[config.mk]
export PLATFORM = sky130hd
export DESIGN_NAME = alarm_status_and_param_attrs
export DESIGN_NICKNAME = d
export VERILOG_FILES = /design/src/logic/alarm_pkg.sv /design/src/logic/attr_if.sv /design/src/logic/param_attr_enc.sv /design/src/logic/alarm_status_and_param_attrs.sv
export SDC_FILE = /design/constraint.sdc
export NUM_CORES = 1
export LEC_CHECK = 0
export ABC_AREA = 1
export BUFFER_PORTS_ARGS = -buffer_cell sky130_fd_sc_hd__buf_4
export CORE_ASPECT_RATIO = 0.5
export CORE_MARGIN = 1
export CORE_UTILIZATION = 40
export DETAILED_ROUTE_END_ITERATION = 16
export PLACE_DENSITY = 0.74
export SLEW_MARGIN = 15
export SYNTH_ARGS = -nofsm -noshare
export SYNTH_HDL_FRONTEND = slang
export SYNTH_SLANG_ARGS = --single-unit
[constraint.sdc]
create_clock -name mclk -period 1.6 [get_ports mclk]
set_clock_uncertainty 0.2 [all_clocks]
set_input_delay 0.24 -clock mclk [delete_from_list [all_inputs] [get_ports mclk]]
set_output_delay 0.24 -clock mclk [all_outputs]
set_load 0.05 [all_outputs]
[src/logic/alarm_pkg.sv]
package alarm_pkg;

   // Alarm status word bit positions; decimal weight is two to the position.
   localparam int ALM_W          = 32;
   localparam int ALM_FPGA       = 0;
   localparam int ALM_PLL        = 1;
   localparam int ALM_FLASH      = 2;
   localparam int ALM_ACQ_FAIL   = 3;
   localparam int ALM_NO_EXT_OSC = 4;
   localparam int ALM_HEATER     = 5;
   localparam int ALM_FIRMWARE   = 6;
   localparam int ALM_TEMP_WARN  = 16;
   localparam int ALM_NO_PULSE   = 17;
   localparam int ALM_TRIM_RANGE = 18;
   localparam logic [31:0] ALM_USED_MASK = 32'h0007_007F;
   localparam logic [31:0] ALM_RESET     = 32'h0000_0000;

   // Synchronised condition vector, one bit per detector input.
   localparam int IN_W          = 13;
   localparam int IN_FPGA       = 0;
   localparam int IN_PLL        = 1;
   localparam int IN_FLASH      = 2;
   localparam int IN_ACQ_FAIL   = 3;
   localparam int IN_OSC_EXPECT = 4;
   localparam int IN_OSC_SEEN   = 5;
   localparam int IN_HEATER     = 6;
   localparam int IN_FIRMWARE   = 7;
   localparam int IN_TEMP       = 8;
   localparam int IN_LOCKED     = 9;
   localparam int IN_DISC_EN    = 10;
   localparam int IN_PULSE_SEEN = 11;
   localparam int IN_TRIM_OUT   = 12;
   localparam int SYNC_LAT      = 3;

   // Parameter attribute word layout.
   localparam int ATTR_READ_ONLY = 2;
   localparam int ATTR_SILENT    = 3;
   localparam int ATTR_PERSISTED = 5;
   localparam int ATTR_UNITS_LSB = 10;
   localparam int ATTR_UNITS_MSB = 14;
   localparam int UNITS_W        = 5;
   localparam logic [31:0] ATTR_RESET = 32'h0000_0000;

   typedef enum logic [4:0] {
      UNIT_NONE      = 5'h00,
      UNIT_PS        = 5'h01,
      UNIT_NS        = 5'h02,
      UNIT_US        = 5'h03,
      UNIT_MS        = 5'h04,
      UNIT_S         = 5'h05,
      UNIT_UV        = 5'h06,
      UNIT_MV        = 5'h07,
      UNIT_UA        = 5'h08,
      UNIT_MA        = 5'h09,
      UNIT_MDEG_C    = 5'h0A,
      UNIT_PPT       = 5'h0B,
      UNIT_PPQ       = 5'h0C,
      UNIT_HZ        = 5'h0D,
      UNIT_KHZ       = 5'h0E,
      UNIT_MHZ       = 5'h0F,
      UNIT_PERCENT   = 5'h10,
      UNIT_BOOLEAN   = 5'h11,
      UNIT_MM        = 5'h12,
      UNIT_MM_PER_S  = 5'h13,
      UNIT_M         = 5'h14,
      UNIT_M_PER_S   = 5'h15,
      UNIT_DEGREE    = 5'h16,
      UNIT_DBHZ      = 5'h17,
      UNIT_UDEG_C    = 5'h18,
      UNIT_DBM       = 5'h19
   } units_t;

endpackage

[src/logic/attr_if.sv]
`timescale 1ns/1ns
interface attr_if;
   logic        read_only;
   logic        silent;
   logic        persisted;
   logic [4:0]  units;
   logic [31:0] word;

   modport encoder (input read_only, input silent, input persisted, input units, output word);
   modport user    (output read_only, output silent, output persisted, output units, input word);
endinterface

[src/logic/param_attr_enc.sv]
`timescale 1ns/1ns
module param_attr_enc (
   // Attribute fields in, packed word out
   attr_if.encoder attr
);

   // Codes above the last defined unit have no meaning and encode as no units.
   function automatic logic [4:0] legal_units(input logic [4:0] code);
      legal_units = (code > alarm_pkg::UNIT_DBM) ? alarm_pkg::UNIT_NONE : code;
   endfunction

   always_comb
   begin
      attr.word = alarm_pkg::ATTR_RESET;
      attr.word[alarm_pkg::ATTR_READ_ONLY] = attr.read_only;
      attr.word[alarm_pkg::ATTR_SILENT]    = attr.silent;
      attr.word[alarm_pkg::ATTR_PERSISTED] = attr.persisted;
      attr.word[alarm_pkg::ATTR_UNITS_MSB:alarm_pkg::ATTR_UNITS_LSB] =
         legal_units(attr.units);
   end

endmodule // param_attr_enc

[src/logic/alarm_status_and_param_attrs.sv]
// Operation
// - Read-only attribute bit 2; refuse writes.
// - Silent bit 3; suppress change reports.
// - Persisted bit 5; save on store command.
// - Units code in attribute bits 14..10.
// - Units codes 0 to 25, boolean 17.
// - Alarm word: set bit means active.
// - New alarm raises pin until cleared/acknowledged.
// - Pin high while any unacknowledged alarm.
// - Bits 0,1,2: logic, PLL, flash faults.
// - Bit 3: last lock attempt failed.
// - Bit 4: expected oscillator not detected.
// - Bit 5: cell heater hardware failure.
// - Bit 6: firmware incompatible with hardware.
// - Bit 16: temperature warning, only when locked.
// - Bit 17: disciplining on, no pulse input.
// - Bit 18: disciplining on, trim out of range.
// - Acknowledge takes OR of alarm weights.
// - Acknowledge only affects pin, not status.
`timescale 1ns/1ns
module alarm_status_and_param_attrs (
   // Clock and reset
   input  wire logic        mclk,
   input  wire logic        rst_n,
   // Alarm detector levels, asynchronous to mclk
   input  wire logic        hw_fault_fpga,
   input  wire logic        hw_fault_pll,
   input  wire logic        hw_fault_flash,
   input  wire logic        lock_attempt_failed,
   input  wire logic        ext_osc_expected,
   input  wire logic        ext_osc_seen,
   input  wire logic        heater_fault,
   input  wire logic        firmware_mismatch,
   input  wire logic        temp_unstable,
   input  wire logic        lock_achieved,
   input  wire logic        disciplining_en,
   input  wire logic        pulse_input_seen,
   input  wire logic        trim_out_of_range,
   // Acknowledge command from the command decoder
   input  wire logic        ack_valid,
   input  wire logic [31:0] ack_mask,
   // Attributes of the parameter currently addressed
   input  wire logic        attr_read_only,
   input  wire logic        attr_silent,
   input  wire logic        attr_persisted,
   input  wire logic [4:0]  attr_units,
   // Parameter commands from the command decoder
   input  wire logic        param_wr_req,
   input  wire logic        param_changed,
   input  wire logic        store_cmd,
   // Alarm results
   output logic             alarm_pin,
   output logic [31:0]      alarm_status_word,
   // Parameter results
   output logic [31:0]      parameter_attribute_word,
   output logic             param_wr_accept,
   output logic             param_wr_refused,
   output logic             change_report,
   output logic             flash_save
);

   ////////////////////////////////////////////////////////////////////////////////
   // Input synchronisers.

   logic [alarm_pkg::IN_W-1:0] raw_in;
   logic [alarm_pkg::IN_W-1:0] meta_ff;
   logic [alarm_pkg::IN_W-1:0] cond_ff;

   assign raw_in = {trim_out_of_range, pulse_input_seen, disciplining_en, lock_achieved,
                    temp_unstable, firmware_mismatch, heater_fault, ext_osc_seen,
                    ext_osc_expected, lock_attempt_failed, hw_fault_flash, hw_fault_pll,
                    hw_fault_fpga};

   always_ff @(posedge mclk)
   begin
      if (!rst_n)
      begin
         meta_ff <= '0;
         cond_ff <= '0;
      end
      else
      begin
         meta_ff <= raw_in;
         cond_ff <= meta_ff;
      end
   end

   ////////////////////////////////////////////////////////////////////////////////
   // Alarm status word.

   logic [31:0] nxt_status;
   logic [31:0] status_ff;

   always_comb
   begin
      nxt_status = alarm_pkg::ALM_RESET;
      nxt_status[alarm_pkg::ALM_FPGA]  = cond_ff[alarm_pkg::IN_FPGA];
      nxt_status[alarm_pkg::ALM_PLL]   = cond_ff[alarm_pkg::IN_PLL];
      nxt_status[alarm_pkg::ALM_FLASH] = cond_ff[alarm_pkg::IN_FLASH];
      nxt_status[alarm_pkg::ALM_ACQ_FAIL] = cond_ff[alarm_pkg::IN_ACQ_FAIL];
      nxt_status[alarm_pkg::ALM_NO_EXT_OSC] =
         cond_ff[alarm_pkg::IN_OSC_EXPECT] & ~cond_ff[alarm_pkg::IN_OSC_SEEN];
      nxt_status[alarm_pkg::ALM_HEATER]   = cond_ff[alarm_pkg::IN_HEATER];
      nxt_status[alarm_pkg::ALM_FIRMWARE] = cond_ff[alarm_pkg::IN_FIRMWARE];
      nxt_status[alarm_pkg::ALM_TEMP_WARN] =
         cond_ff[alarm_pkg::IN_TEMP] & cond_ff[alarm_pkg::IN_LOCKED];
      nxt_status[alarm_pkg::ALM_NO_PULSE] =
         cond_ff[alarm_pkg::IN_DISC_EN] & ~cond_ff[alarm_pkg::IN_PULSE_SEEN];
      // The host is expected to latch the trim when this bit rises.
      nxt_status[alarm_pkg::ALM_TRIM_RANGE] =
         cond_ff[alarm_pkg::IN_DISC_EN] & cond_ff[alarm_pkg::IN_TRIM_OUT];
   end

   // The word shows live conditions only; acknowledges never reach it.
   always_ff @(posedge mclk)
   begin
      if (!rst_n)
         status_ff <= alarm_pkg::ALM_RESET;
      else
         status_ff <= nxt_status;
   end

   ////////////////////////////////////////////////////////////////////////////////
   // Acknowledge tracking and alarm pin.

   logic [31:0] ack_sel;
   logic [31:0] nxt_ack;
   logic [31:0] ack_ff;
   logic        pin_ff;

   // Only bits active now can be acknowledged, so acknowledging an idle alarm
   // cannot pre-silence a later occurrence.
   assign ack_sel = ack_valid ? (ack_mask & status_ff) : '0;
   assign nxt_ack = (ack_ff | ack_sel) & nxt_status;

   always_ff @(posedge mclk)
   begin
      if (!rst_n)
         ack_ff <= '0;
      else
         ack_ff <= nxt_ack;
   end

   always_ff @(posedge mclk)
   begin
      if (!rst_n)
         pin_ff <= 1'b0;
      else
         pin_ff <= |(nxt_status & ~nxt_ack);
   end

   ////////////////////////////////////////////////////////////////////////////////
   // Parameter attribute word and access decisions.

   attr_if attr_bus ();

   assign attr_bus.read_only = attr_read_only;
   assign attr_bus.silent    = attr_silent;
   assign attr_bus.persisted = attr_persisted;
   assign attr_bus.units     = attr_units;

   param_attr_enc u_attr_enc (
      .attr (attr_bus.encoder)
   );

   logic [31:0] attr_word_ff;
   logic        wr_accept_ff;
   logic        wr_refused_ff;
   logic        report_ff;
   logic        save_ff;

   always_ff @(posedge mclk)
   begin
      if (!rst_n)
         attr_word_ff <= alarm_pkg::ATTR_RESET;
      else
         attr_word_ff <= attr_bus.word;
   end

   always_ff @(posedge mclk)
   begin
      if (!rst_n)
      begin
         wr_accept_ff  <= 1'b0;
         wr_refused_ff <= 1'b0;
      end
      else
      begin
         wr_accept_ff  <= param_wr_req & ~attr_bus.word[alarm_pkg::ATTR_READ_ONLY];
         wr_refused_ff <= param_wr_req & attr_bus.word[alarm_pkg::ATTR_READ_ONLY];
      end
   end

   always_ff @(posedge mclk)
   begin
      if (!rst_n)
         report_ff <= 1'b0;
      else
         report_ff <= param_changed & ~attr_bus.word[alarm_pkg::ATTR_SILENT];
   end

   always_ff @(posedge mclk)
   begin
      if (!rst_n)
         save_ff <= 1'b0;
      else
         save_ff <= store_cmd & attr_bus.word[alarm_pkg::ATTR_PERSISTED];
   end

   assign alarm_pin                = pin_ff;
   assign alarm_status_word        = status_ff;
   assign parameter_attribute_word = attr_word_ff;
   assign param_wr_accept          = wr_accept_ff;
   assign param_wr_refused         = wr_refused_ff;
   assign change_report            = report_ff;
   assign flash_save               = save_ff;

   ////////////////////////////////////////////////////////////////////////////////
   // Assertions.

   // Counts edges since reset release so that checks spanning the
   // synchroniser only start once its pipeline holds real samples.
   logic [1:0] up_cnt_ff;

   always_ff @(posedge mclk)
   begin
      if (!rst_n)
         up_cnt_ff <= 2'h0;
      else if (up_cnt_ff != 2'h3)
         up_cnt_ff <= up_cnt_ff + 2'h1;
   end

   property p_read_only_refused;
      @(posedge mclk) disable iff (!rst_n)
      param_wr_req && attr_read_only |=> param_wr_refused && !param_wr_accept;
   endproperty
   a_read_only_refused: assert property (p_read_only_refused)
      else $error("write to read-only parameter was not refused");

   property p_silent_unreported;
      @(posedge mclk) disable iff (!rst_n)
      param_changed |=> change_report == !$past(attr_silent);
   endproperty
   a_silent_unreported: assert property (p_silent_unreported)
      else $error("change report does not follow the silent attribute");

   property p_persist_saved;
      @(posedge mclk) disable iff (!rst_n)
      store_cmd |=> flash_save == $past(attr_persisted);
   endproperty
   a_persist_saved: assert property (p_persist_saved)
      else $error("flash save does not follow the persisted attribute");

   property p_units_field;
      @(posedge mclk) disable iff (!rst_n)
      attr_units <= 5'h19 |=> parameter_attribute_word[14:10] == $past(attr_units)
                              && parameter_attribute_word[2] == $past(attr_read_only);
   endproperty
   a_units_field: assert property (p_units_field)
      else $error("units field misplaced in attribute word");

   property p_units_legal;
      @(posedge mclk) disable iff (!rst_n)
      parameter_attribute_word[14:10] <= 5'h19;
   endproperty
   a_units_legal: assert property (p_units_legal)
      else $error("units code above 25");

   property p_fpga_follows;
      @(posedge mclk) disable iff (!rst_n)
      up_cnt_ff == 2'h3 |-> alarm_status_word[0] == $past(hw_fault_fpga, 3);
   endproperty
   a_fpga_follows: assert property (p_fpga_follows)
      else $error("logic fault bit does not follow its input");

   property p_acq_follows;
      @(posedge mclk) disable iff (!rst_n)
      up_cnt_ff == 2'h3 |-> alarm_status_word[3] == $past(lock_attempt_failed, 3);
   endproperty
   a_acq_follows: assert property (p_acq_follows)
      else $error("acquisition failed bit does not follow its input");

   property p_ext_osc;
      @(posedge mclk) disable iff (!rst_n)
      up_cnt_ff == 2'h3 |->
         alarm_status_word[4] == ($past(ext_osc_expected, 3) && !$past(ext_osc_seen, 3));
   endproperty
   a_ext_osc: assert property (p_ext_osc)
      else $error("missing oscillator bit wrong");

   property p_temp_locked;
      @(posedge mclk) disable iff (!rst_n)
      alarm_status_word[16] |-> $past(lock_achieved, 3);
   endproperty
   a_temp_locked: assert property (p_temp_locked)
      else $error("temperature warning raised while unlocked");
   property p_no_pulse;
      @(posedge mclk) disable iff (!rst_n)
      up_cnt_ff == 2'h3 |->
         alarm_status_word[17] == ($past(disciplining_en, 3) && !$past(pulse_input_seen, 3));
   endproperty
   a_no_pulse: assert property (p_no_pulse)
      else $error("missing pulse bit wrong");
   property p_trim_range;
      @(posedge mclk) disable iff (!rst_n)
      alarm_status_word[18] |-> $past(disciplining_en, 3) && $past(trim_out_of_range, 3);
   endproperty
   a_trim_range: assert property (p_trim_range)
      else $error("range warning without disciplining");
   property p_unused_zero;
      @(posedge mclk) disable iff (!rst_n)
      (alarm_status_word & 32'hFFF8_FF80) == 32'h0000_0000
      && (parameter_attribute_word & 32'hFFFF_83D3) == 32'h0000_0000;
   endproperty
   a_unused_zero: assert property (p_unused_zero)
      else $error("unused bit reads non-zero");
   property p_pin_tracks;
      @(posedge mclk) disable iff (!rst_n)
      !$past(ack_valid) && $stable(alarm_status_word) |-> $stable(alarm_pin);
   endproperty
   a_pin_tracks: assert property (p_pin_tracks)
      else $error("alarm pin moved with no acknowledge and no alarm change");
   property p_new_alarm_raises;
      @(posedge mclk) disable iff (!rst_n)
      (alarm_status_word & ~$past(alarm_status_word)) != 32'h0000_0000 |-> alarm_pin;
   endproperty
   a_new_alarm_raises: assert property (p_new_alarm_raises)
      else $error("new alarm did not raise the pin");
   property p_ack_applied;
      @(posedge mclk) disable iff (!rst_n)
      ack_valid && (ack_mask & alarm_status_word) == alarm_status_word
      ##1 $stable(alarm_status_word) |-> !alarm_pin;
   endproperty
   a_ack_applied: assert property (p_ack_applied)
      else $error("acknowledge of all active alarms left the pin high");
   property p_ack_keeps_status;
      @(posedge mclk) disable iff (!rst_n)
      ack_valid && up_cnt_ff == 2'h3 |=> alarm_status_word[0] == $past(hw_fault_fpga, 3)
         && alarm_status_word[2] == $past(hw_fault_flash, 3)
         && alarm_status_word[3] == $past(lock_attempt_failed, 3);
   endproperty
   a_ack_keeps_status: assert property (p_ack_keeps_status)
      else $error("acknowledge altered the status word");
   property p_ack_dropped;
      @(posedge mclk) disable iff (!rst_n)
      (ack_ff & ~alarm_status_word) == 32'h0000_0000;
   endproperty
   a_ack_dropped: assert property (p_ack_dropped)
      else $error("acknowledge kept for a cleared alarm");
   property p_status_live;
      @(posedge mclk) disable iff (!rst_n)
      up_cnt_ff == 2'h3 |-> alarm_status_word[5] == $past(heater_fault, 3)
                            && alarm_status_word[6] == $past(firmware_mismatch, 3);
   endproperty
   a_status_live: assert property (p_status_live)
      else $error("heater or firmware bit stale");
   c_ack_silences: cover property (@(posedge mclk) disable iff (!rst_n)
      alarm_pin ##1 ack_valid ##1 !alarm_pin && alarm_status_word != 32'h0000_0000);
   c_recur_raises: cover property (@(posedge mclk) disable iff (!rst_n)
      ack_ff[0] ##1 !alarm_status_word[0] ##[1:20] alarm_pin && alarm_status_word[0]);
   c_two_alarms: cover property (@(posedge mclk) disable iff (!rst_n)
      alarm_status_word[1] && alarm_status_word[18] && alarm_pin);
   c_refused: cover property (@(posedge mclk) disable iff (!rst_n) param_wr_refused);

endmodule // alarm_status_and_param_attrs

==> results.py, run 1 <==
metrics = {
    "floorplanning": {
        "rows": 18,
        "initial_core_util_pct": 43.2,
        "die_width_um": 107,
        "placeableCoreArea_sq_mm": 0.00511,
        "die_y_um": 54.6,
        "die_area_sq_mm": 0.00584,
        "ios": 128,
    },
    "synthesis": {
        "yosysTopAreaCellShare_pct": 53.5,
        "synth-seq-cells": 59,
        "syn_area_sq_mm": 0.00221,
        "synth_warnings": 0,
        "synthDistinctLibCells": 17,
        "synth_top_cell_by_area": "dfxtp_1",
        "syn_inst": 263,
        "postSynthAreaPerCell_sq_um": 8.40,
        "yosysSeqAreaShare_pct": 53.5,
        "synth_area_leaders": "dfxtp_1 53%, buf_4 16%, inv_1 9.9%, nand2_1 7.8%, nand3_1 3.6%",
    },
    "power": {
        "power_density_mw_per_mm2": 1080,
        "power_mw": 3.19,
        "ir_drop_uv": 497,
        "leakage_nw": 1.64,
    },
    "cts": {
        "cts_num_sinks": 59,
        "insertion_delay_ns": 0.31,
        "clockBufferDepth": 2,
        "htreeDepth": 3,
        "cts_root_buf": "clkbuf_8",
        "tritoncts": "yes",
        "cts.reportedPaths.clkPinSlew_ns": 0.05,
        "numCtsBuffers": 9,
    },
    "drt": {
        "drtAntennaViolNets": 0,
        "wire_per_inst_um": 8.93,
        "drc": 0,
        "first_iter_violations": 48,
        "dr.pass1.iters": 4,
        "vias_per_cell": 3.85,
        "num_vias": 1635,
        "finalWirelength_um": 3800,
    },
    "place": {
        "numPortBuffers": 59,
        "pre_cts_slack_ns": 0.295,
        "dpl.hpwl_um": 2550,
        "globalplace.congestion": 0.734,
        "dp_cells": 387,
    },
    "worst_hold_path": {
        "hp-class": "primary input to flop",
        "whs_path_depth": 3,
        "whs_endpoint": "ack_ff[2]$_SDFF_PN0_",
        "hp-start": "ack_mask[2]",
    },
    "global_routing": {
        "antenna_found_initial": 0,
        "grt-ovfl-total": 0,
        "grt_pass1_vias": 1437,
        "grt_use_total_pct": 13.7,
        "grt_max_degree": 25,
        "grt_pass1_wl_um": 5930,
    },
    "setup_path": {
        "required_ns": 1.60,
        "startpoint_type": "primary input",
        "r2r-start": "alarm_status_word[0]$_SDFF_PN0_",
        "critPathMaxFanout": 2,
        "crit_arrival_ns": 1.57,
        "regToRegEndpoint": "alarm_pin$_SDFF_PN0_",
        "reg2reg_depth": 7,
        "reg2reg_slack_ns": 0.42,
        "criticalPathCategory": "primary input to flop",
        "worstSetupEndpointType": "flop",
    },
    "final_layout": {
        "drive_above_1_share_pct": 20.8,
        "regArea_sq_mm": 0.00118,
        "area_growth_pct": 33.6,
        "final_util_pct": 57.7,
        "fillerInstances": 434,
        "layout_commonest_cell": "buf_4",
        "antenna_cells": 0,
        "instances_no_fill": 425,
        "layout_common_cells": "60 x buf_4, 59 x dfxtp_1, 58 x inv_1, 46 x nand2_1, 46 x conb_1",
        "multi_input_comb_area_sq_um": 599,
        "fin_nets": 413,
    },
    "sta": {
        "period_minus_slack_ns": 1.57,
        "post-route-period-util_pct": 98.4,
        "grt_setup_unrepaired": "false",
        "maxSlewViolCount": 0,
        "fin_ws_ns": 0.0260,
        "setup_tns_ns": 0,
        "hold_viol": 0,
        "finalSetupViolations": 0,
        "fmax_mhz": 635,
    },
    "job": {
        "maxCapViolCount": 0,
    },
    "outcome": {
        "status": "completed",
    },
}
## worst max path at each step
stage	slack, ns	cells past startpoint	endpoint	startpoint
2_1_floorplan	0.16	7	alarm_pin$_SDFF_PN0_	alarm_status_word[5]$_SDFF_PN0_
3_3_place_gp	0.34	8	alarm_pin$_SDFF_PN0_	ack_valid
3_5_place_dp	0.29	4	ack_ff[16]$_SDFF_PN0_	rst_n
4_1_cts	0.04	4	param_wr_accept$_SDFF_PN0_	attr_read_only
5_1_grt	0.0009	5	param_wr_accept$_SDFF_PN0_	param_wr_req
6_report	0.03	5	param_wr_accept$_SDFF_PN0_	param_wr_req
## logic make-up (layout without fill, tap and decap cells)
family / after synthesis / after routing / share of synthesized area (%)
AOI/OAI and AO/OA: 11 / 11 / 3.06
buffers and inverters: 109 / 156 / 27.3
and+or+nand+nor: 83 / 83 / 16.0
other: 1 / 46 / 0.170
DFF: 59 / 59 / 53.5
## power breakdown
| group | total, mW | internal [mW] | switching [mW] | leakage [nW] |
|---|---|---|---|---|
| Clock | 1.08 | 0.612 | 0.468 | 0.0803 |
| Combinational | 0.563 | 0.153 | 0.410 | 1.07 |
| Sequential | 1.54 | 1.52 | 0.0179 | 0.485 |
## per-layer routing
metal  track usage (%)  vias up  part of all wire [%]
met4              6.16        0                   1.0
met2              28.0       63                    52
li1                  -      854                     -
met3              4.05        4                   7.2
met1              13.5      714                    39
met5                 0        -                     0
## critical path, stage by stage
cell and delay [ns]:
dlygate4sd3_1 0.54, buf_4 0.13, inv_1 0.07, nor3_2 0.04
dlygate4sd3_1 0.54
## state kept, by name, summed over array words and instances (netlist names)
signal	count
cond_ff	13
alarm_pin	1
parameter_attribute_word	8
meta_ff	13
change_report	1
flash_save	1
ack_ff	10
param_wr_accept	1
param_wr_refused	1
alarm_status_word	10
## timing repair
item,4_1_cts,5_1_grt
resized for setup,0,1
setup buffers,0,0
endpoints found under the hold margin,26,0
hold buffers,26,0
endpoints found under the setup margin,0,1
## final cells by class
| class | count | share of cell area [%] |
|---|---|---|
| well taps | 70 | 2.97 |
| clock buffers | 12 | 5.26 |
| repair buffers | 86 | 24.1 |
| multi-input cells | 140 | 20.3 |
| inverters | 58 | 7.38 |
| flip-flops and latches | 59 | 40.0 |
## cell usage after synthesis
library cell and n:
a21boi_0 3, dfxtp_1 59, nand3b_1 1, o211ai_1 1, nor2_1 15, inv_1 58
conb_1 1, a211oi_1 1, nand3_2 2, a21oi_1 6, buf_6 2, nand4_1 2
buf_4 47, buf_2 2, nor3_1 1, nand2_1 46, nand3_1 16
## stage by stage
stage	instance area [sq um]	hold WS, ns
after detailed placement	2530	0.195
after global routing	2950	0.0291
after global placement	2530	0.195
final	2950	0.0212
after CTS	2950	0.0166
after floorplan	2380	0.112
(Power assumes the default switching activity.)
==> run 2, diff against run 1 <==
--- a/config.mk
+++ b/config.mk
@@ -7,11 +7,13 @@
 export LEC_CHECK = 0
 export ABC_AREA = 1
 export BUFFER_PORTS_ARGS = -buffer_cell sky130_fd_sc_hd__buf_4
-export CORE_ASPECT_RATIO = 0.5
+export CELL_PAD_IN_SITES_DETAIL_PLACEMENT = 1
+export CELL_PAD_IN_SITES_GLOBAL_PLACEMENT = 1
+export CORE_ASPECT_RATIO = 1.1
 export CORE_MARGIN = 1
-export CORE_UTILIZATION = 40
+export CORE_UTILIZATION = 32
 export DETAILED_ROUTE_END_ITERATION = 16
-export PLACE_DENSITY = 0.74
+export PLACE_DENSITY_LB_ADDON = 0.1
 export SLEW_MARGIN = 15
 export SYNTH_ARGS = -nofsm -noshare
 export SYNTH_HDL_FRONTEND = slang
==> run 2 against run 1 <==
Cell area rose by 2.7%. Routed wire length increased by 13%. Sequential power is essentially flat. Cell count up 4.2%. Fmax down 0.63%. Core utilization decreased by 12 points. First-iteration DRC count is 25% lower. Combinational power up 2%. Clock power is 17% higher. Worst hold slack got worse by 0.012 ns. Critical path type unchanged. Highest routed layer unchanged.
==> results.py, run 2 (synthesis gave the netlist of run 1 again) <==
metrics = {
    "outcome": {
        "status": "completed",
    },
    "final_layout": {
        "area_growth_pct": 37.1,
        "fillerInstances": 821,
        "layout_common_cells": "61 x buf_4, 59 x dfxtp_1, 58 x inv_1, 46 x nand2_1, 46 x conb_1",
        "multi_input_comb_area_sq_um": 599,
        "regArea_sq_mm": 0.00118,
        "fin_area_sq_mm": 0.00303,
        "layout_commonest_cell": "buf_4",
        "reg.largest.list": "cond_ff x13, meta_ff x13",
        "drive_above_1_share_pct": 21.3,
        "antenna_cells": 0,
        "instances_no_fill": 443,
        "fin_nets": 417,
        "final_util_pct": 45.7,
    },
    "global_routing": {
        "grt_pass1_wl_um": 6650,
        "grt_use_total_pct": 12.8,
        "grt-ovfl-total": 0,
        "grt_pass1_vias": 1514,
        "grt_max_degree": 15,
        "antenna_found_initial": 0,
    },
    "floorplanning": {
        "initial_core_util_pct": 33.3,
        "placeableCoreArea_sq_mm": 0.00663,
        "die_width_um": 81.2,
        "ios": 128,
        "die_y_um": 89.2,
        "rows": 31,
        "die_area_sq_mm": 0.00724,
    },
    "place": {
        "globalplace.congestion": 0.678,
        "dp_cells": 400,
        "numPortBuffers": 59,
        "dpl.hpwl_um": 2880,
        "pre_cts_slack_ns": 0.293,
        "dpl_cell_area_sq_mm": 0.00255,
    },
    "setup_path": {
        "worstSetupEndpointType": "flop",
        "regToRegEndpoint": "alarm_pin$_SDFF_PN0_",
        "r2r-start": "alarm_status_word[5]$_SDFF_PN0_",
        "reg2reg_slack_ns": 0.41,
        "reg2reg_depth": 7,
        "required_ns": 1.67,
        "criticalPathCategory": "primary input to flop",
        "crit_arrival_ns": 1.66,
        "startpoint_type": "primary input",
        "critPathMaxFanout": 2,
    },
    "power": {
        "ir_drop_uv": 401,
        "power_mw": 3.38,
        "leakage_nw": 1.67,
        "power_density_mw_per_mm2": 1110,
    },
    "sta": {
        "grt_setup_unrepaired": "false",
        "holdWs_ns": 0.00887,
        "maxSlewViolCount": 0,
        "hold_viol": 0,
        "setup_tns_ns": 0,
        "finalSetupViolations": 0,
        "post-route-period-util_pct": 99.0,
        "fmax_mhz": 631,
        "period_minus_slack_ns": 1.58,
        "fin_ws_ns": 0.0160,
    },
    "cts": {
        "numCtsBuffers": 9,
        "clockBufferDepth": 2,
        "cts_num_sinks": 59,
        "cts_root_buf": "clkbuf_8",
        "cts.reportedPaths.clkPinSlew_ns": 0.06,
        "tritoncts": "yes",
        "htreeDepth": 3,
        "insertion_delay_ns": 0.33,
        "cts_setup_buffers": 0,
    },
    "drt": {
        "drc": 0,
        "num_vias": 1685,
        "finalWirelength_um": 4280,
        "vias_per_cell": 3.80,
        "first_iter_violations": 36,
        "drtAntennaViolNets": 0,
        "wire_per_inst_um": 9.67,
        "dr.pass1.iters": 3,
    },
    "job": {
        "maxCapViolCount": 0,
    },
    "worst_hold_path": {
        "whs_endpoint": "cond_ff[11]$_SDFF_PN0_",
        "hp-start": "rst_n",
        "hp-class": "primary input to flop",
        "whs_path_depth": 3,
    },
}
## run 2: changes by cell type in the layout (fill, tap and decap cells not counted), sizes merged
| cell | before | now |
|---|---|---|
| buf | 60 | 61 |
| clkbuf | 12 | 11 |
| dlygate4sd3 | 26 | 29 |
| bufinv | 0 | 1 |
| clkinv | 0 | 2 |
## run 2: worst max path at each step
stage                                               start                          to  slack [ns]  cells after the start
after detailed placement                        ack_valid        alarm_pin$_SDFF_PN0_        0.29                      8
after global routing                       attr_read_only  param_wr_accept$_SDFF_PN0_       0.007                      4
after floorplan           alarm_status_word[5]$_SDFF_PN0_        alarm_pin$_SDFF_PN0_        0.16                      7
after global placement                          ack_valid        alarm_pin$_SDFF_PN0_        0.31                      8
after CTS                                  attr_read_only  param_wr_accept$_SDFF_PN0_        0.07                      4
final                                      attr_read_only  param_wr_accept$_SDFF_PN0_        0.02                      4
## run 2: layer usage
metal | part of all wire, % | GRT usage [%] | vias up
li1 | - | - | 865
met1 | 40 | 13.7 | 748
met2 | 50 | 21.6 | 62
met3 | 6.7 | 4.08 | 10
met4 | 2.8 | 8.77 | 0
met5 | 0 | 0 | -
## run 2: worst max-delay path: stages
cell	delay, ns
dlygate4sd3_1	0.55
buf_4	0.14
nor3_2	0.16
dlygate4sd3_1	0.57
## run 2: area by class of cell
type,count,area share [%]
inverter,58,7.18
tap,82,3.39
clock inverter,3,1.32
sequential,59,39.0
clock buffer,11,4.67
timing repair buffer,90,24.7
multi-input combinational,140,19.8
## run 2: where the power goes
| part | total (mW) | internal, mW | leakage (nW) | switching [mW] |
|---|---|---|---|---|
| sequential | 1.54 | 1.52 | 0.485 | 0.0178 |
| combinational | 0.574 | 0.160 | 1.09 | 0.414 |
| clock | 1.26 | 0.739 | 0.0950 | 0.523 |
| total | 3.38 | 2.42 | 1.67 | 0.956 |
## run 2: timing repair
| action | in CTS | in global routing |
|---|---|---|
| endpoints found under the hold margin | 30 | 0 |
| hold buffers | 29 | 0 |
| setup endpoints to repair | 0 | 1 |
| gates resized for setup | 0 | 1 |
